<file path="src/tnc_regs_map.vh">
// constants for the thermal and thermistor configuration slice
// assumes: included by bare name from tnc_*.v design files
//
// What this block does
// - control bit 0 enables discharge over-current protection, default off, watchdog clears it
// - bits 5-4 pick shutdown threshold 150/130/120/85 C, default code 0
// - bit 3 enables input bus pull-down, cleared by register reset only
// - bits 2 and 1 enable adapter pull-downs, cleared by register reset only
// - bits 7-5 warm voltage derate, 0 suspends, 7 unchanged, default 011b
// - bits 4-3 warm current derate suspend/20/40/unchanged, default 11b
// - bits 2-1 cool current derate, same encoding, default 01b
// - bits 7-6 cool comparator rising threshold, default code 1
// - bits 5-4 warm comparator falling threshold, default code 1
// - bits 3-2 boost hot limit 55/60/65 C or disabled, default code 1
// - boost cold limit bit, 0 is minus 10 C, 1 is minus 20 C
// - thermistor bypass forces sense good, allows charge and boost, status 0000
// - derating and threshold registers return to defaults on watchdog expiry
`ifndef TNC_REGS_MAP_VH
`define TNC_REGS_MAP_VH

// ****************************************
// register indexes, byte address is 4x
// ****************************************
`define TNC_IDX_BATPROT   6'h14
`define TNC_IDX_RSVD      6'h15
`define TNC_IDX_THERMAL   6'h16
`define TNC_IDX_DERATE    6'h17
`define TNC_IDX_THRESH    6'h18
`define TNC_IDX_TSTATUS   6'h20

// ****************************************
// field positions
// ****************************************
`define TNC_BAT_OCP_BIT   0
`define TNC_TREG_HI       7
`define TNC_TREG_LO       6
`define TNC_TSHUT_HI      5
`define TNC_TSHUT_LO      4
`define TNC_BUSPD_BIT     3
`define TNC_AD1PD_BIT     2
`define TNC_AD2PD_BIT     1
`define TNC_WVOLT_HI      7
`define TNC_WVOLT_LO      5
`define TNC_WCUR_HI       4
`define TNC_WCUR_LO       3
`define TNC_CCUR_HI       2
`define TNC_CCUR_LO       1
`define TNC_CCMP_HI       7
`define TNC_CCMP_LO       6
`define TNC_WCMP_HI       5
`define TNC_WCMP_LO       4
`define TNC_BHOT_HI       3
`define TNC_BHOT_LO       2
`define TNC_BOOST_COLD_LIMIT_BIT     1
`define TNC_BYPASS_BIT    0

// ****************************************
// reset values and masks
// ****************************************
`define TNC_RST_BATPROT   8'h00
`define TNC_RST_RSVD      8'h00
`define TNC_RST_THERMAL   8'hC0
`define TNC_RST_DERATE    8'h7A
`define TNC_RST_THRESH    8'h54
`define TNC_WMASK_BATPROT 8'h01
`define TNC_WMASK_THERMAL 8'hFE
`define TNC_WMASK_DERATE  8'hFE
`define TNC_WMASK_THRESH  8'hFF
`define TNC_WDOG_BATPROT  8'h01
`define TNC_WDOG_THERMAL  8'hF0
`define TNC_WDOG_DERATE   8'hFE
`define TNC_WDOG_THRESH   8'hFF
`define TNC_BHOT_OFF      2'h3

`endif

</file>
<file path="src/tnc_config_regs.v">
// thermal and thermistor configuration registers on an APB slave
// assumes: APB master on core_clk, watchdog and register reset
// pulses come from logic on the same clock, comparator pins do not
//
// Chosen here: the APB register port and the placing of the registers.
`include "tnc_regs_map.vh"
`default_nettype none

module tnc_config_regs (
  input  wire        core_clk,
  input  wire        rstn,
  // apb
  input  wire [7:0]  paddr,
  input  wire        psel,
  input  wire        penable,
  input  wire        pwrite,
  input  wire [31:0] pwdata,
  input  wire [3:0]  pstrb,
  output wire [31:0] prdata,
  output wire        pready,
  output wire        pslverr,
  // reset sources
  input  wire        wdExpire,
  input  wire        regResetReq,
  // comparator pins: cold, cool, warm, hot
  input  wire        coldCmpPin,
  input  wire        coolCmpPin,
  input  wire        warmCmpPin,
  input  wire        hotCmpPin,
  // configuration and temperature status outputs
  output wire        discharge_overcurrent_enable,
  output wire [1:0]  thermal_regulation_threshold,
  output wire [1:0]  thermal_shutdown_threshold,
  output wire        input_bus_pulldown_enable,
  output wire        adapter1_pulldown_enable,
  output wire        adapter2_pulldown_enable,
  output wire [2:0]  warm_voltage_derate,
  output wire [1:0]  warm_current_derate,
  output wire [1:0]  cool_current_derate,
  output wire [1:0]  cool_comparator_threshold,
  output wire [1:0]  warm_comparator_threshold,
  output wire [1:0]  boost_hot_limit,
  output wire        boost_hot_check_enable,
  output wire        boost_cold_limit,
  output wire        thermistor_bypass,
  output wire        warm_charge_suspend,
  output wire        cool_charge_suspend,
  output wire [3:0]  tempStatus,
  output wire        tempGood,
  output wire        chargeAllow,
  output wire        boostAllow
);

  // ****************************************
  // helpers
  // ****************************************
  function mapped;
    input [5:0] idx;
    begin
      mapped = (idx == `TNC_IDX_BATPROT) || (idx == `TNC_IDX_RSVD) ||
               (idx == `TNC_IDX_THERMAL) || (idx == `TNC_IDX_DERATE) ||
               (idx == `TNC_IDX_THRESH) || (idx == `TNC_IDX_TSTATUS);
    end
  endfunction

  // merge write data into writable bits only
  function [7:0] merge;
    input [7:0] old;
    input [7:0] wdat;
    input [7:0] wmask;
    begin
      merge = (old & ~wmask) | (wdat & wmask);
    end
  endfunction

  // watchdog restores only its own fields
  function [7:0] wdogLoad;
    input [7:0] old;
    input [7:0] def;
    input [7:0] wdmask;
    begin
      wdogLoad = (old & ~wdmask) | (def & wdmask);
    end
  endfunction

  // ****************************************
  // storage
  // ****************************************
  reg  [7:0]  batProt_q;
  reg  [7:0]  batProt_d;
  reg  [7:0]  thermal_q;
  reg  [7:0]  thermal_d;
  reg  [7:0]  derate_q;
  reg  [7:0]  derate_d;
  reg  [7:0]  thresh_q;
  reg  [7:0]  thresh_d;
  reg  [31:0] prdata_q;
  reg  [31:0] prdata_d;
  reg         pready_q;
  reg         pready_d;
  reg         pslverr_q;
  reg         pslverr_d;
  reg         wSusp_q;
  reg         cSusp_q;
  reg         bhotEn_q;

  wire [5:0]  idx;
  wire        setupPh;
  wire        wrDone;
  wire        lane0;
  wire [7:0]  wbyte;
  wire [3:0]  cmpSync;
  wire [3:0]  statusW;
  wire        goodW;
  wire        chgW;
  wire        boostW;

  assign idx     = paddr[7:2];
  assign setupPh = psel & ~penable;
  assign wrDone  = psel & penable & pready_q & pwrite & ~pslverr_q;
  assign lane0   = pstrb[0];
  assign wbyte   = pwdata[7:0];

  // ****************************************
  // comparator pins and status
  // ****************************************
  tnc_sync2 #(
    .W (4)
  ) uSync (
    .core_clk (core_clk),
    .rstn     (rstn),
    .asyncIn  ({hotCmpPin, warmCmpPin, coolCmpPin, coldCmpPin}),
    .syncOut  (cmpSync)
  );

  tnc_temp_status uStatus (
    .core_clk    (core_clk),
    .rstn        (rstn),
    .rangeFlags  (cmpSync),
    .bypass      (thresh_q[`TNC_BYPASS_BIT]),
    .tempStatus  (statusW),
    .tempGood    (goodW),
    .chargeAllow (chgW),
    .boostAllow  (boostW)
  );

  // ****************************************
  // register next values
  // ****************************************
  always @* begin
    batProt_d = batProt_q;
    thermal_d = thermal_q;
    derate_d  = derate_q;
    thresh_d  = thresh_q;
    if (regResetReq) begin
      batProt_d = `TNC_RST_BATPROT;
      thermal_d = `TNC_RST_THERMAL;
      derate_d  = `TNC_RST_DERATE;
      thresh_d  = `TNC_RST_THRESH;
    end else if (wdExpire) begin
      batProt_d = wdogLoad(batProt_q, `TNC_RST_BATPROT, `TNC_WDOG_BATPROT);
      thermal_d = wdogLoad(thermal_q, `TNC_RST_THERMAL, `TNC_WDOG_THERMAL);
      derate_d  = wdogLoad(derate_q, `TNC_RST_DERATE, `TNC_WDOG_DERATE);
      thresh_d  = wdogLoad(thresh_q, `TNC_RST_THRESH, `TNC_WDOG_THRESH);
    end else if (wrDone && lane0) begin
      case (idx)
        `TNC_IDX_BATPROT: begin
          batProt_d = merge(batProt_q, wbyte, `TNC_WMASK_BATPROT);
        end
        `TNC_IDX_THERMAL: begin
          thermal_d = merge(thermal_q, wbyte, `TNC_WMASK_THERMAL);
        end
        `TNC_IDX_DERATE: begin
          derate_d = merge(derate_q, wbyte, `TNC_WMASK_DERATE);
        end
        `TNC_IDX_THRESH: begin
          thresh_d = merge(thresh_q, wbyte, `TNC_WMASK_THRESH);
        end
        default: begin
          batProt_d = batProt_q;
        end
      endcase
    end
  end

  // ****************************************
  // apb answer, one wait-free access phase
  // ****************************************
  always @* begin
    prdata_d  = 32'h0000_0000;
    pready_d  = 1'b0;
    pslverr_d = 1'b0;
    if (setupPh) begin
      pready_d  = 1'b1;
      pslverr_d = ~mapped(idx);
      case (idx)
        `TNC_IDX_BATPROT: prdata_d = {24'h00_0000, batProt_q};
        `TNC_IDX_RSVD:    prdata_d = {24'h00_0000, `TNC_RST_RSVD};
        `TNC_IDX_THERMAL: prdata_d = {24'h00_0000, thermal_q};
        `TNC_IDX_DERATE:  prdata_d = {24'h00_0000, derate_q};
        `TNC_IDX_THRESH:  prdata_d = {24'h00_0000, thresh_q};
        `TNC_IDX_TSTATUS: prdata_d = {24'h00_0000, 3'h0, goodW, statusW};
        default:          prdata_d = 32'h0000_0000;
      endcase
    end
  end

  // ****************************************
  // flops
  // ****************************************
  always @(posedge core_clk) begin
    if (!rstn) begin
      batProt_q <= `TNC_RST_BATPROT;
      thermal_q <= `TNC_RST_THERMAL;
      derate_q  <= `TNC_RST_DERATE;
      thresh_q  <= `TNC_RST_THRESH;
      prdata_q  <= 32'h0000_0000;
      pready_q  <= 1'b0;
      pslverr_q <= 1'b0;
      wSusp_q   <= 1'b0;
      cSusp_q   <= 1'b0;
      bhotEn_q  <= 1'b1;
    end else begin
      batProt_q <= batProt_d;
      thermal_q <= thermal_d;
      derate_q  <= derate_d;
      thresh_q  <= thresh_d;
      prdata_q  <= prdata_d;
      pready_q  <= pready_d;
      pslverr_q <= pslverr_d;
      // suspend when voltage or current code is zero
      wSusp_q   <= (derate_d[`TNC_WVOLT_HI:`TNC_WVOLT_LO] == 3'h0) |
                   (derate_d[`TNC_WCUR_HI:`TNC_WCUR_LO] == 2'h0);
      cSusp_q   <= (derate_d[`TNC_CCUR_HI:`TNC_CCUR_LO] == 2'h0);
      bhotEn_q  <= (thresh_d[`TNC_BHOT_HI:`TNC_BHOT_LO] != `TNC_BHOT_OFF);
    end
  end

  // ****************************************
  // outputs
  // ****************************************
  assign prdata  = prdata_q;
  assign pready  = pready_q;
  assign pslverr = pslverr_q;

  assign discharge_overcurrent_enable = batProt_q[`TNC_BAT_OCP_BIT];
  assign thermal_regulation_threshold = thermal_q[`TNC_TREG_HI:`TNC_TREG_LO];
  assign thermal_shutdown_threshold   = thermal_q[`TNC_TSHUT_HI:`TNC_TSHUT_LO];
  assign input_bus_pulldown_enable    = thermal_q[`TNC_BUSPD_BIT];
  assign adapter1_pulldown_enable     = thermal_q[`TNC_AD1PD_BIT];
  assign adapter2_pulldown_enable     = thermal_q[`TNC_AD2PD_BIT];
  assign warm_voltage_derate          = derate_q[`TNC_WVOLT_HI:`TNC_WVOLT_LO];
  assign warm_current_derate          = derate_q[`TNC_WCUR_HI:`TNC_WCUR_LO];
  assign cool_current_derate          = derate_q[`TNC_CCUR_HI:`TNC_CCUR_LO];
  assign cool_comparator_threshold    = thresh_q[`TNC_CCMP_HI:`TNC_CCMP_LO];
  assign warm_comparator_threshold    = thresh_q[`TNC_WCMP_HI:`TNC_WCMP_LO];
  assign boost_hot_limit              = thresh_q[`TNC_BHOT_HI:`TNC_BHOT_LO];
  assign boost_hot_check_enable       = bhotEn_q;
  assign boost_cold_limit             = thresh_q[`TNC_BOOST_COLD_LIMIT_BIT];
  assign thermistor_bypass            = thresh_q[`TNC_BYPASS_BIT];
  assign warm_charge_suspend          = wSusp_q;
  assign cool_charge_suspend          = cSusp_q;
  assign tempStatus                   = statusW;
  assign tempGood                     = goodW;
  assign chargeAllow                  = chgW;
  assign boostAllow                   = boostW;

endmodule
`default_nettype wire

</file>
<file path="src/tnc_sync2.v">
// two flip-flop synchroniser for asynchronous level inputs
// assumes: inputs are slow levels from comparator pins
`default_nettype none

module tnc_sync2 #(
  parameter W = 4
) (
  input  wire         core_clk,
  input  wire         rstn,
  input  wire [W-1:0] asyncIn,
  output wire [W-1:0] syncOut
);

  // ****************************************
  // synchroniser stages
  // ****************************************
  reg [W-1:0] meta_q;
  reg [W-1:0] sync_q;

  always @(posedge core_clk) begin
    if (!rstn) begin
      meta_q <= {W{1'b0}};
      sync_q <= {W{1'b0}};
    end else begin
      meta_q <= asyncIn;
      sync_q <= meta_q;
    end
  end

  assign syncOut = sync_q;

endmodule
`default_nettype wire

</file>
<file path="src/tnc_temp_status.v">
// thermistor range status with bypass override
// assumes: comparator flags already synchronised to core_clk
`include "tnc_regs_map.vh"
`default_nettype none

module tnc_temp_status (
  input  wire       core_clk,
  input  wire       rstn,
  input  wire [3:0] rangeFlags,
  input  wire       bypass,
  output wire [3:0] tempStatus,
  output wire       tempGood,
  output wire       chargeAllow,
  output wire       boostAllow
);

  // ****************************************
  // status, flags are cold, cool, warm, hot
  // ****************************************
  reg [3:0] status_q;
  reg       good_q;
  reg       chg_q;
  reg       boost_q;

  always @(posedge core_clk) begin
    if (!rstn) begin
      status_q <= 4'h0;
      good_q   <= 1'b1;
      chg_q    <= 1'b1;
      boost_q  <= 1'b1;
    end else if (bypass) begin
      status_q <= 4'h0;
      good_q   <= 1'b1;
      chg_q    <= 1'b1;
      boost_q  <= 1'b1;
    end else begin
      status_q <= rangeFlags;
      good_q   <= ~(rangeFlags[0] | rangeFlags[3]);
      chg_q    <= ~(rangeFlags[0] | rangeFlags[3]);
      boost_q  <= ~(rangeFlags[0] | rangeFlags[3]);
    end
  end

  assign tempStatus  = status_q;
  assign tempGood    = good_q;
  assign chargeAllow = chg_q;
  assign boostAllow  = boost_q;

endmodule
`default_nettype wire
</file>
<file path="config.mk">
export PLATFORM = sky130hd
export DESIGN_NAME = tnc_config_regs
export DESIGN_NICKNAME = d
export VERILOG_FILES = /design/src/tnc_config_regs.v /design/src/tnc_sync2.v /design/src/tnc_temp_status.v
export VERILOG_INCLUDE_DIRS = /design/src
export SDC_FILE = /design/constraint.sdc
export NUM_CORES = 1
export LEC_CHECK = 0
export ABC_CLOCK_PERIOD_IN_PS = 2600
export BUFFER_PORTS_ARGS = -buffer_cell sky130_fd_sc_hd__clkbuf_2
export CAP_MARGIN = 40
export CELL_PAD_IN_SITES_DETAIL_PLACEMENT = 0
export CELL_PAD_IN_SITES_GLOBAL_PLACEMENT = 2
export CORE_MARGIN = 1
export CORE_UTILIZATION = 23
export CTS_CLUSTER_SIZE = 8
export DETAILED_ROUTE_END_ITERATION = 16
export GPL_ROUTABILITY_DRIVEN = 0
export GPL_TIMING_DRIVEN = 0
export PLACE_DENSITY_LB_ADDON = 0.05
export SLEW_MARGIN = 10
export SYNTH_ARGS = -nofsm -noshare
export SYNTH_HDL_FRONTEND = slang
export SYNTH_SLANG_ARGS = --single-unit
</file>
<file path="constraint.sdc">
create_clock -name core_clk -period 2.6 [get_ports core_clk]
set_clock_uncertainty 0.1 [all_clocks]
set_input_delay 0.13 -clock core_clk [delete_from_list [all_inputs] [get_ports core_clk]]
set_output_delay 0.13 -clock core_clk [all_outputs]
set_load 0.005 [all_outputs]
</file>
### After elaboration in Yosys (flattened, before gate mapping)

Index checks and enable logic that the tools add are counted.

* add/subtract/negate cells: 0
* $mul: 0
* divide/modulo/power cells: 0
* order comparisons: 0
* equality and inequality tests: 7
* shifts and indexed selects: 0
* muxes and demuxes: 10
* bitwise logic cells: 16
* reductions and logical operators: 19

Operators by type and width (count)
* $pmux W8 S5: 1
* $mux W8: 4
* $eq A6 B5 Y1 const B: 5
* $mux W4: 4
* $or A1 B8 Y8: 2
* $reduce_and A3 Y1: 3
* $or A8 B1 Y8: 1
* $reduce_and A2 Y1: 4
* $eq A6 B6 Y1 const B: 1
* $not A1 Y1: 6
* $and A1 B1 Y1: 5
* $logic_or A1 B1 Y1: 5
* $logic_not A2 Y1: 2
* $reduce_or A2 Y1: 2
* $logic_not A3 Y1: 1
* $reduce_or A3 Y1: 1
* $ne A2 B2 Y1 const B: 1
* $or A1 B1 Y1: 2
* $logic_and A1 B1 Y1: 1
* $mux W1: 1

* flip-flop bits (word level): 82
* latch bits: 0
* RAM bits: 0
* ROM bits: 0
* input port bits: 55
* output and inout port bits: 67
* logic and storage cells: 70
* memories kept: 0

### Logic depth before layout (Yosys ltp)

Gate-level depths: netlist (run 1).

* depth in word-level cells: 10
* mapped depth: 6
* depth with buffers taken out: 4

### By module

From an unflattened synthesis (run 1), not the netlist that was laid out.

* cells, all modules: 200
* area, all modules: 2016.9 sq um

Modules (own cells, without submodules)
* tnc_config_regs: times used 1, cells an instance 171, area each 1647.8 sq um, sequential area each 720.7 sq um
* tnc_sync2: times used 1, cells an instance 16, area each 210.2 sq um, sequential area each 160.2 sq um
* tnc_temp_status: times used 1, cells an instance 13, area each 158.9 sq um, sequential area each 100.1 sq um

### Least setup slack after synthesis (run 1)

OpenSTA, ideal clock, no wires.

* path type: flip-flop to flip-flop
* start: reg pready_q, in the netlist pready
* end: reg bhotEn_q, in the netlist boost_hot_check_enable
* library setup time: 0.120 ns
* arrival time: 1.656 ns
* required time: 2.380 ns
* slack: 0.724 ns
* stages on the path, launching flop included: 5
* buffers on the path: 0
* clock period less this slack: 1.876 ns
* path through: dfxtp_1 -> nand4_1 -> nor4_4 -> mux2i_1 -> a211o_1

* cells in the longest elaborated chain, start to end: 8

Ends and longest elaborated chain
* start, declared: RTL line tnc_config_regs.v:99 `reg pready_q;`
* start signal, assigned: RTL line tnc_config_regs.v:229 `pready_q <= pready_d;`
* $and A1 B1 Y1 (3 in a row): RTL line tnc_config_regs.v:120 `assign wrDone = psel & penable & pready_q & pwrite & ~pslverr_q;`
* $logic_and A1 B1 Y1: RTL line tnc_config_regs.v:165 `end else if (wrDone && lane0) begin`
* $mux W4: RTL line tnc_config_regs.v:165
* $mux W4: RTL line tnc_config_regs.v:160 `end else if (wdExpire) begin`
* $mux W4: RTL line tnc_config_regs.v:155 `if (regResetReq) begin`
* $ne A2 B2 Y1 (no line)
* end signal, assigned: RTL line tnc_config_regs.v:235 `` bhotEn_q <= (thresh_d[`TNC_BHOT_HI:`TNC_BHOT_LO] != `TNC_BHOT_OFF); ``
* end, declared: RTL line tnc_config_regs.v:105 `reg bhotEn_q;`

Every way passes these cells.
A chain may end at the register's enable or synchronous reset.

### Final worst setup path (run 1)

* start: in penable
* end: reg derate_q[1]

* cells in the longest elaborated chain, start to end: 8

Ends and longest elaborated chain
* start, declared: RTL line tnc_config_regs.v:15 `input wire penable,`
* $and A1 B1 Y1 (4 in a row): RTL line tnc_config_regs.v:120
* $logic_and A1 B1 Y1: RTL line tnc_config_regs.v:165
* $mux W8: RTL line tnc_config_regs.v:165
* $mux W8: RTL line tnc_config_regs.v:160
* $mux W8: RTL line tnc_config_regs.v:155
* end signal, assigned: RTL line tnc_config_regs.v:215 `` derate_q <= `TNC_RST_DERATE; ``
* end signal, assigned: RTL line tnc_config_regs.v:226 `derate_q <= derate_d;`
* end, declared: RTL line tnc_config_regs.v:93 `reg [7:0] derate_q;`

Every way passes these cells.

==> results of run 1 <==
## state kept, by name, summed over array words and instances (netlist names)
register                count
uSync.syncOut               4
batProt_q                   1
warm_charge_suspend         1
derate_q                    7
thresh_q                    8
boost_hot_check_enable      1
uSync.meta_q                4
thermal_q                   7
uStatus.tempGood            1
prdata                      8
pready                      1
uStatus.tempStatus          4
cool_charge_suspend         1
pslverr                     1
## layout make-up
type / count / area (um2) / area share
Buffer: 31 / 215 / 0.0786
Sequential cell: 49 / 981 / 0.358
Tap cell: 105 / 131 / 0.0480
Clock inverter: 1 / 5.00 / 0.00183
Timing Repair Buffer: 77 / 427 / 0.156
Multi-Input combinational cell: 143 / 905 / 0.331
Inverter: 1 / 3.75 / 0.00137
Clock buffer: 5 / 68.8 / 0.0251
## synth_stat cells, drive strengths merged (2+ instances only)
cell | count | area, um2
clkbuf | 4 | 15.0
dfxtp | 49 | 981
mux2i | 23 | 230
a211o | 2 | 17.5
or3 | 2 | 17.5
buf | 27 | 200
a21oi | 6 | 30.0
nor4b | 2 | 23.8
and2 | 13 | 81.3
nor2 | 26 | 97.6
a22oi | 8 | 60.1
nor3 | 2 | 10.0
nand2b | 3 | 18.8
a222oi | 4 | 40.0
nor4 | 4 | 52.6
nand2 | 14 | 52.6
## per-layer routing
| metal | vias up | share of wire | wire length [um] |
|---|---|---|---|
| met5 | - | 0 | 0 |
| met4 | 0 | 0.0051 | 30 |
| met3 | 2 | 0.062 | 363 |
| met2 | 70 | 0.44 | 2590 |
| met1 | 811 | 0.49 | 2850 |
| li1 | 863 | - | - |
## final timing paths
path / from / endpoint / slack (ns)
worst min-delay path: pwdata[0] / batProt_q[0] / 0.007
worst max register to register: pready / derate_q[1] / 0.62
worst min register to register: uSync.meta_q[2] / uSync.syncOut[2] / 0.34
worst max-delay path: penable / derate_q[1] / 0.51
## power breakdown
part / leakage [nW] / internal [W] / total, W / switching (W)
logic: 0.729 / 0.0000610 / 0.000119 / 0.0000581
registers: 0.398 / 0.000759 / 0.000762 / 0.00000333
clock network: 0.0399 / 0.000178 / 0.000416 / 0.000238
total: 1.17 / 0.000998 / 0.00130 / 0.000299
## cell families after synthesis
family / synth area share
and+or+nand+nor: 0.198
DFF: 0.487
buffers and inverters: 0.109
AOI/OAI and AO/OA: 0.0895
muxes: 0.114
other: 0.00186
## critical path: stages
cell and delay (ns):
dlygate4sd3_1 0.52, clkbuf_2 0.11, nand4_1 0.28, nor4_1 0.45
buf_2 0.35, mux2i_1 0.24, nand2_1 0.07
## through the flow
stage	power [W]	std cells	cell area, um2	utilization
2_1_floorplan	0.000845	224	2100	-
6_report	0.00130	412	2740	0.328
4_1_cts	0.00132	411	2730	0.327
3_5_place_dp	0.000893	399	2590	0.311
3_3_place_gp	0.000892	397	2570	0.308
5_1_grt	0.00137	412	2740	0.328
==> results.yml, run 1 <==
grt:
  grt_pass1_vias: 1647
  grt_usage: 0.133
  met1_usage: 0.180
  grt_pass1_wl_mm: 8.82
  antenna_found_initial: 0
  grt_max_degree: 14
  met3_usage: 0.0303
  gr-usage-met2: 0.211
  overflow: 0
  busiest_layer: "met2"
drt:
  first_iter_violations: 107
  dr.pass1.iters: 4
  ant_nets: 0
  drc: 0
  vias_per_cell: 4.24
  num_vias: 1746
  routed_wl_mm: 5.83
  wl_per_cell_um: 14.2
pwr:
  ir_drop_mv: 0.184
  pwr_density_cell_mw_per_mm2: 474
  leakage_nw: 1.17
timing:
  setup_ws_ns: 0.514
  worst_slew_pin_slew_ns: 0.816
  fin_hold_ws_ns: 0.00672
  setup_viol: 0
  rsz0062_at_grt: "false"
  relSlewSlack: 0.453
  fin_crit_sh: 0.802
  slew_violations: 0
  fmaxAchievable_mhz: 479
  fin_crit_ns: 2.09
  fin_setup_tns_ns: 0
  hold_viol: 0
clocking:
  postCtsSetupRepairBufs: 0
  cts_repair_resize_count: 0
  path_clk_slew_ns: 0.09
  numCtsBuffers: 5
  cts.path.max_buffers: 2
  cts_tree: "done"
  h-tree-depth: 2
  clk_latency_ns: 0.29
  clock_sinks: 49
  cts_root_buffer: "clkbuf_8"
  cts_hold_buf: 6
setup_path:
  crit_arrival_ns: 2.15
  critPathMaxFanout: 10
  start_kind: "primary input"
  worstPathRequired_ns: 2.67
  cp-end-kind: "flip-flop"
  r2r_cells: 5
  critPathKind: "in2reg"
layout:
  final_cell_mix: "clkbuf_2, dfxtp_1, buf_4"
  final_common_cell: "clkbuf_2"
  n_fill_cell: 906
  antennaDiodeCount: 0
  drive_gt1_frac: 0.362
  finish.net_count: 363
  syn_to_final_growth_pct: 35.9
run_status:
  run_status: "finished clean"
floorplanning:
  die-area_mm2: 0.00913
  die_h_um: 95.6
  ios: 122
  start_util: 0.241
  rows: 33
  die_x_um: 95.6
  core_area_mm2: 0.00834
place:
  dp_slack_ns: 0.367
  dpl.hpwl_mm: 4.36
  io_buffer_count: 68
logic_synthesis:
  syn_avg_cell_area_um2: 10.0
  synth-seq-cells: 49
  syn-instance-count: 201
  yosysUniqueCellTypes: 33
  ys_seq_area_frac: 0.487
  synth-edff-count: 0
  synthFlopType: "dfxtp_1"
  synthArstFlopShare: 0
  yosys_warnings: 0
  synth_area_mm2: 0.00201
run:
  drv_cap: 0
hold_path:
  hold_depth: 3
  hold_path_class: "in2reg"
No activity file was read; power rests on OpenSTA's default activity.
==> run 2: changes to the inputs <==
--- a/config.mk
+++ b/config.mk
@@ -6,13 +6,13 @@
 export SDC_FILE = /design/constraint.sdc
 export NUM_CORES = 1
 export LEC_CHECK = 0
-export ABC_CLOCK_PERIOD_IN_PS = 2600
+export ABC_CLOCK_PERIOD_IN_PS = 1730
 export BUFFER_PORTS_ARGS = -buffer_cell sky130_fd_sc_hd__clkbuf_2
 export CAP_MARGIN = 40
 export CELL_PAD_IN_SITES_DETAIL_PLACEMENT = 0
 export CELL_PAD_IN_SITES_GLOBAL_PLACEMENT = 2
 export CORE_MARGIN = 1
-export CORE_UTILIZATION = 23
+export CORE_UTILIZATION = 21
 export CTS_CLUSTER_SIZE = 8
 export DETAILED_ROUTE_END_ITERATION = 16
 export GPL_ROUTABILITY_DRIVEN = 0
==> constraint.sdc (replaced) <==
create_clock -name core_clk -period 1.73 [get_ports core_clk]
set_clock_uncertainty 0.1 [all_clocks]
set_input_delay 0.0865 -clock core_clk [delete_from_list [all_inputs] [get_ports core_clk]]
set_output_delay 0.0865 -clock core_clk [all_outputs]
set_load 0.005 [all_outputs]
==> run 2 against run 1 <==
  * The run now ends with negative setup slack left
  * Routed wire length grew 4.5%
  * Count of clock-buffer cells in the layout grew 2
  * First-iteration DRC count shrank 48%
  * Utilization shrank 0.58 points
  * Non-clock buffer count grew 12
  * Highest routed layer unchanged
==> results.yml, run 2 (synthesized netlist as in run 1, its figures left out) <==
layout:
  final_cell_mix: "clkbuf_2, dfxtp_1, buf_4"
  drive_gt1_frac: 0.377
  multi_input_comb_area_um2: 955
  antennaDiodeCount: 0
  final_util: 0.322
  ff_latch_area_um2: 982
  final_common_cell: "clkbuf_2"
  syn_to_final_growth_pct: 48.6
  finish.net_count: 375
  n_fill_cell: 1034
  stdcell_area_mm2: 0.00299
run_status:
  violations: "negative setup slack"
  run_status: "finished with violations"
drt:
  vias_per_cell: 3.88
  wl_per_cell_um: 13.5
  first_iter_violations: 56
  dr.pass1.iters: 4
  num_vias: 1748
  routed_wl_mm: 6.09
  drc: 0
  ant_nets: 0
pwr:
  leakage_nw: 1.26
  p_seq_frac: 0.520
  combPwrFrac: 0.091
  clockPowerShare: 0.389
  internal_power_w: 0.00172
  p_switching_w: 0.000487
  ir_drop_mv: 0.272
  pwr_density_cell_mw_per_mm2: 737
  p_total_w: 0.00221
  switching_share: 0.221
clocking:
  h-tree-depth: 2
  clock_sinks: 49
  clk_latency_ns: 0.30
  numCtsBuffers: 5
  path_clk_slew_ns: 0.10
  cts_tree: "done"
  cts_root_buffer: "clkbuf_8"
  cts.path.max_buffers: 2
timing:
  fin_hold_ws_ns: 0.0213
  setup_ws_ns: -0.0181
  fmaxAchievable_mhz: 572
  worst_slew_pin_slew_ns: 0.674
  hold_viol: 0
  slew_violations: 0
  rsz0062_at_grt: "true"
  fin_crit_sh: 1.01
  relSlewSlack: 0.549
  setup_viol: 5
  fin_crit_ns: 1.75
setup_path:
  max_stage_delay_ns: 0.53
  crit_chain: "nand4_1 -> buf_6 -> nor4_2 -> mux2i_1 -> nor2_1"
  crit_slowest_cell: "nor4_2"
  cp-end-kind: "flip-flop"
  crit_arrival_ns: 1.85
  start_kind: "flip-flop"
  worstPathRequired_ns: 1.84
  critPathKind: "reg2reg"
  critPathMaxFanout: 3
place:
  place_area_mm2: 0.00261
  dpl.hpwl_mm: 4.45
  io_buffer_count: 68
grt:
  grt_usage: 0.126
  grt_pass1_vias: 1663
  antenna_found_initial: 0
  grt_max_degree: 15
  overflow: 0
  grt_pass1_wl_mm: 9.12
floorplanning:
  core_area_mm2: 0.00928
  start_util: 0.217
  die-area_mm2: 0.00998
  die_x_um: 99.9
  die_h_um: 99.9
  ios: 122
  rows: 35
run:
  drv_cap: 0
hold_path:
  hold_path_class: "in2reg"
## run 2: cell types whose count changed in the layout (fill, tap and decap cells not counted), sizes merged
| cell | delta |
|---|---|
| dlygate4sd3 | +8 |
| clkbuf | +1 |
| buf | +5 |
| bufinv | +1 |
| clkinv | -1 |
## run 2: power by group through the flow
stage	registers [W]	logic, W	clock network (W)
after detailed placement	0.00117	0.000170	0
after global placement	0.00117	0.000169	0
after global routing	0.00115	0.000222	0.000963
after floorplan	0.00117	0.0000988	0
final	0.00115	0.000200	0.000858
after CTS	0.00115	0.000199	0.000903
## run 2: path summary, 6_finish.rpt
check	slack (ns)	cells past startpoint	to	from
setup / recovery	-0.02	5	thermal_q[1]	pready
hold / removal	0.02	3	thermal_q[3]	regResetReq
setup reg to reg	-0.02	5	thermal_q[1]	pready
hold reg to reg	0.34	1	uStatus.tempStatus[2]	uSync.syncOut[2]
## run 2: cell type report
class                           instances  area share
Clock inverter                          1      0.0100
Timing Repair Buffer                   89       0.186
Inverter                                1     0.00125
Clock buffer                            7      0.0289
Buffer                                 31      0.0728
Sequential cell                        49       0.328
Multi-Input combinational cell        143       0.319
Tap cell                              129      0.0540
## run 2: critical path: cells and delay by family (launching register included)
family	cells	cell delay, ns
flip-flops	1	0.33
multiplexers	1	0.25
AND/OR/NAND/NOR	3	0.77
buffers and inverters	1	0.20
## run 2: per-stage QoR
| step | setup TNS (ns) | cells | setup slack, ns |
|---|---|---|---|
| 3_3_place_gp | -11.68 | 421 | -0.675 |
| 4_1_cts | -0.529 | 449 | -0.0547 |
| 2_1_floorplan | -0.0436 | 224 | -0.0436 |
| 6_report | -0.0458 | 450 | -0.0181 |
| 5_1_grt | -1.79 | 450 | -0.115 |
| 3_5_place_dp | -10.53 | 421 | -0.472 |
## run 2: layer usage
metal	track usage	routed length, um
met5	0	0
met4	0.0362	66
met3	0.0453	336
met2	0.213	2990
met1	0.151	2700
## run 2: what timing repair did
| action | 4_1_cts | 5_1_grt |
|---|---|---|
| endpoints found under the setup margin | 33 | 23 |
| hold buffers | 14 | 0 |
| buffers inserted | 6 | 1 |
| pin swaps | 2 | 0 |
| resized for setup | 5 | 9 |
| gates cloned | 0 | 0 |
| endpoints found under the hold margin | 20 | 0 |
==> run 3: changes to the inputs <==
--- a/config.mk
+++ b/config.mk
@@ -22,3 +22,4 @@
 export SYNTH_ARGS = -nofsm -noshare
 export SYNTH_HDL_FRONTEND = slang
 export SYNTH_SLANG_ARGS = --single-unit
+export TNS_END_PERCENT = 1
==> run 3 against run 2 <==
  * The flow still finishes with violations (negative setup slack)
  * Clock power is essentially flat
  * Global-route usage is the same
  * Sequential power is essentially flat
  * Count of clock-buffer cells in the layout is the same
  * First-iteration DRC count grew 11%
  * Utilization shrank 0.18 points
  * Largest cell class unchanged
  * Largest power group unchanged
==> results.yml, run 3 (synthesized netlist as in run 1, its figures left out) <==
hold_path:
  hold_path_class: "in2reg"
  hold_start: "regResetReq"
  hold_depth: 3
  hold_end: "thermal_q[3]"
setup_path:
  crit_chain: "nand4_1 -> buf_6 -> nor4_2 -> mux2i_1 -> nor2_1"
  cp-end-kind: "flip-flop"
  crit_arrival_ns: 1.86
  timing.rr.end: "thermal_q[1]"
  start_kind: "flip-flop"
  worstPathRequired_ns: 1.84
  max_stage_delay_ns: 0.54
  r2r_cells: 5
  critPathKind: "reg2reg"
  critPathMaxFanout: 3
  rr_startpoint: "pready"
  crit_slowest_cell: "nor4_2"
  rrSetupSlack_ns: -0.02
place:
  place_inst: 421
  io_buffer_count: 68
  dpl.hpwl_mm: 4.45
  dp_slack_ns: -0.472
layout:
  final_common_cell: "clkbuf_2"
  drive_gt1_frac: 0.374
  fin_cells: 450
  antennaDiodeCount: 0
  final_util: 0.320
  syn_to_final_growth_pct: 47.8
  final_cell_mix: "clkbuf_2, dfxtp_1, buf_4"
  finish.net_count: 375
timing:
  fmaxAchievable_mhz: 570
  relSlewSlack: 0.564
  fin_crit_sh: 1.01
  setup_viol: 3
  hold_viol: 0
  worst_slew_pin_slew_ns: 0.651
  slew_violations: 0
  setup_ws_ns: -0.0241
  fin_crit_ns: 1.75
  rsz0062_at_grt: "true"
clocking:
  clock_sinks: 49
  cts_root_buffer: "clkbuf_8"
  cts_tree: "done"
  clk_latency_ns: 0.30
  cts.path.max_buffers: 2
  path_clk_slew_ns: 0.10
  numCtsBuffers: 5
  h-tree-depth: 2
drt:
  vias_per_cell: 3.89
  ant_nets: 0
  routed_wl_mm: 6.11
  num_vias: 1751
  dr.pass1.iters: 4
  first_iter_violations: 62
  wl_per_cell_um: 13.6
  drc: 0
floorplanning:
  start_util: 0.217
  die_x_um: 99.9
  die_h_um: 99.9
  die-area_mm2: 0.00998
  core_area_mm2: 0.00928
  rows: 35
  ios: 122
pwr:
  pwr_density_cell_mw_per_mm2: 741
  ir_drop_mv: 0.272
  p_total_w: 0.00220
  leakage_nw: 1.26
run_status:
  run_status: "finished with violations"
  violations: "negative setup slack"
grt:
  grt_pass1_wl_mm: 9.12
  grt_pass1_vias: 1663
  grt_max_degree: 15
  antenna_found_initial: 0
  overflow: 0
  grt_usage: 0.126
run:
  drv_cap: 0
## run 3: changes by cell type in the layout (fill, tap and decap cells not counted)
cell / delta
mux2i_1: +1
buf_6: -1
mux2i_4: -1
buf_4: +1
## run 3: power breakdown
group	internal (W)	switching (W)
Clock	0.000472	0.000386
Sequential	0.00114	0.00000635
Combinational	0.000105	0.0000935
Total	0.00172	0.000486
## run 3: layer usage
metal  wire length [um]  track usage  part of all wire  vias to the layer above
li1                   -            -                 -                      882
met1               2710        0.151              0.44                      811
met2               3000        0.213              0.49                       54
met3                339       0.0453             0.056                        4
met4                 66       0.0362             0.011                        0
met5                  0            0                 0                        -
## run 3: layout make-up
type,instances,area (um2)
fill,1035,6310
sequential,49,982
multi-input combinational,143,942
timing repair buffer,89,552
buffer,31,218
tap,129,161
clock buffer,7,86.3
clock inverter,1,30.0
inverter,1,3.75
## run 3: stage by stage
| stage | hold slack, ns | instance area (um2) | TNS (ns) |
|---|---|---|---|
| 2_1_floorplan | 0.0730 | 2100 | -0.0436 |
| 3_3_place_gp | 0.192 | 2610 | -11.68 |
| 3_5_place_dp | 0.197 | 2610 | -10.53 |
| 4_1_cts | 0.0122 | 2940 | -0.529 |
| 5_1_grt | 0.0432 | 2980 | -1.69 |
| 6_report | 0.0212 | 2980 | -0.0528 |
## run 3: timing repair
item,CTS,global route
hold endpoints to repair,20,0
hold buffers,14,0
pin swaps,2,0
gates resized for setup,5,6
buffers inserted,6,1
setup endpoints to repair,33,23
## run 3: worst max-delay path: cells and delay by family (launching register included)
kind | cells | cell delay (ns)
buffers and inverters | 1 | 0.20
flip-flops | 1 | 0.33
multiplexers | 1 | 0.25
AND/OR/NAND/NOR | 3 | 0.78
## run 3: worst max-delay path by stage
stage	start	endpoint	slack [ns]	cells past startpoint
floorplan	pready	boost_hot_check_enable	-0.04	4
global placement	paddr[2]	prdata[2]	-0.67	5
detailed placement	pready	boost_hot_check_enable	-0.47	4
CTS	pslverr	derate_q[5]	-0.05	5
global route	pslverr	derate_q[3]	-0.11	5
finish	pready	thermal_q[1]	-0.02	5
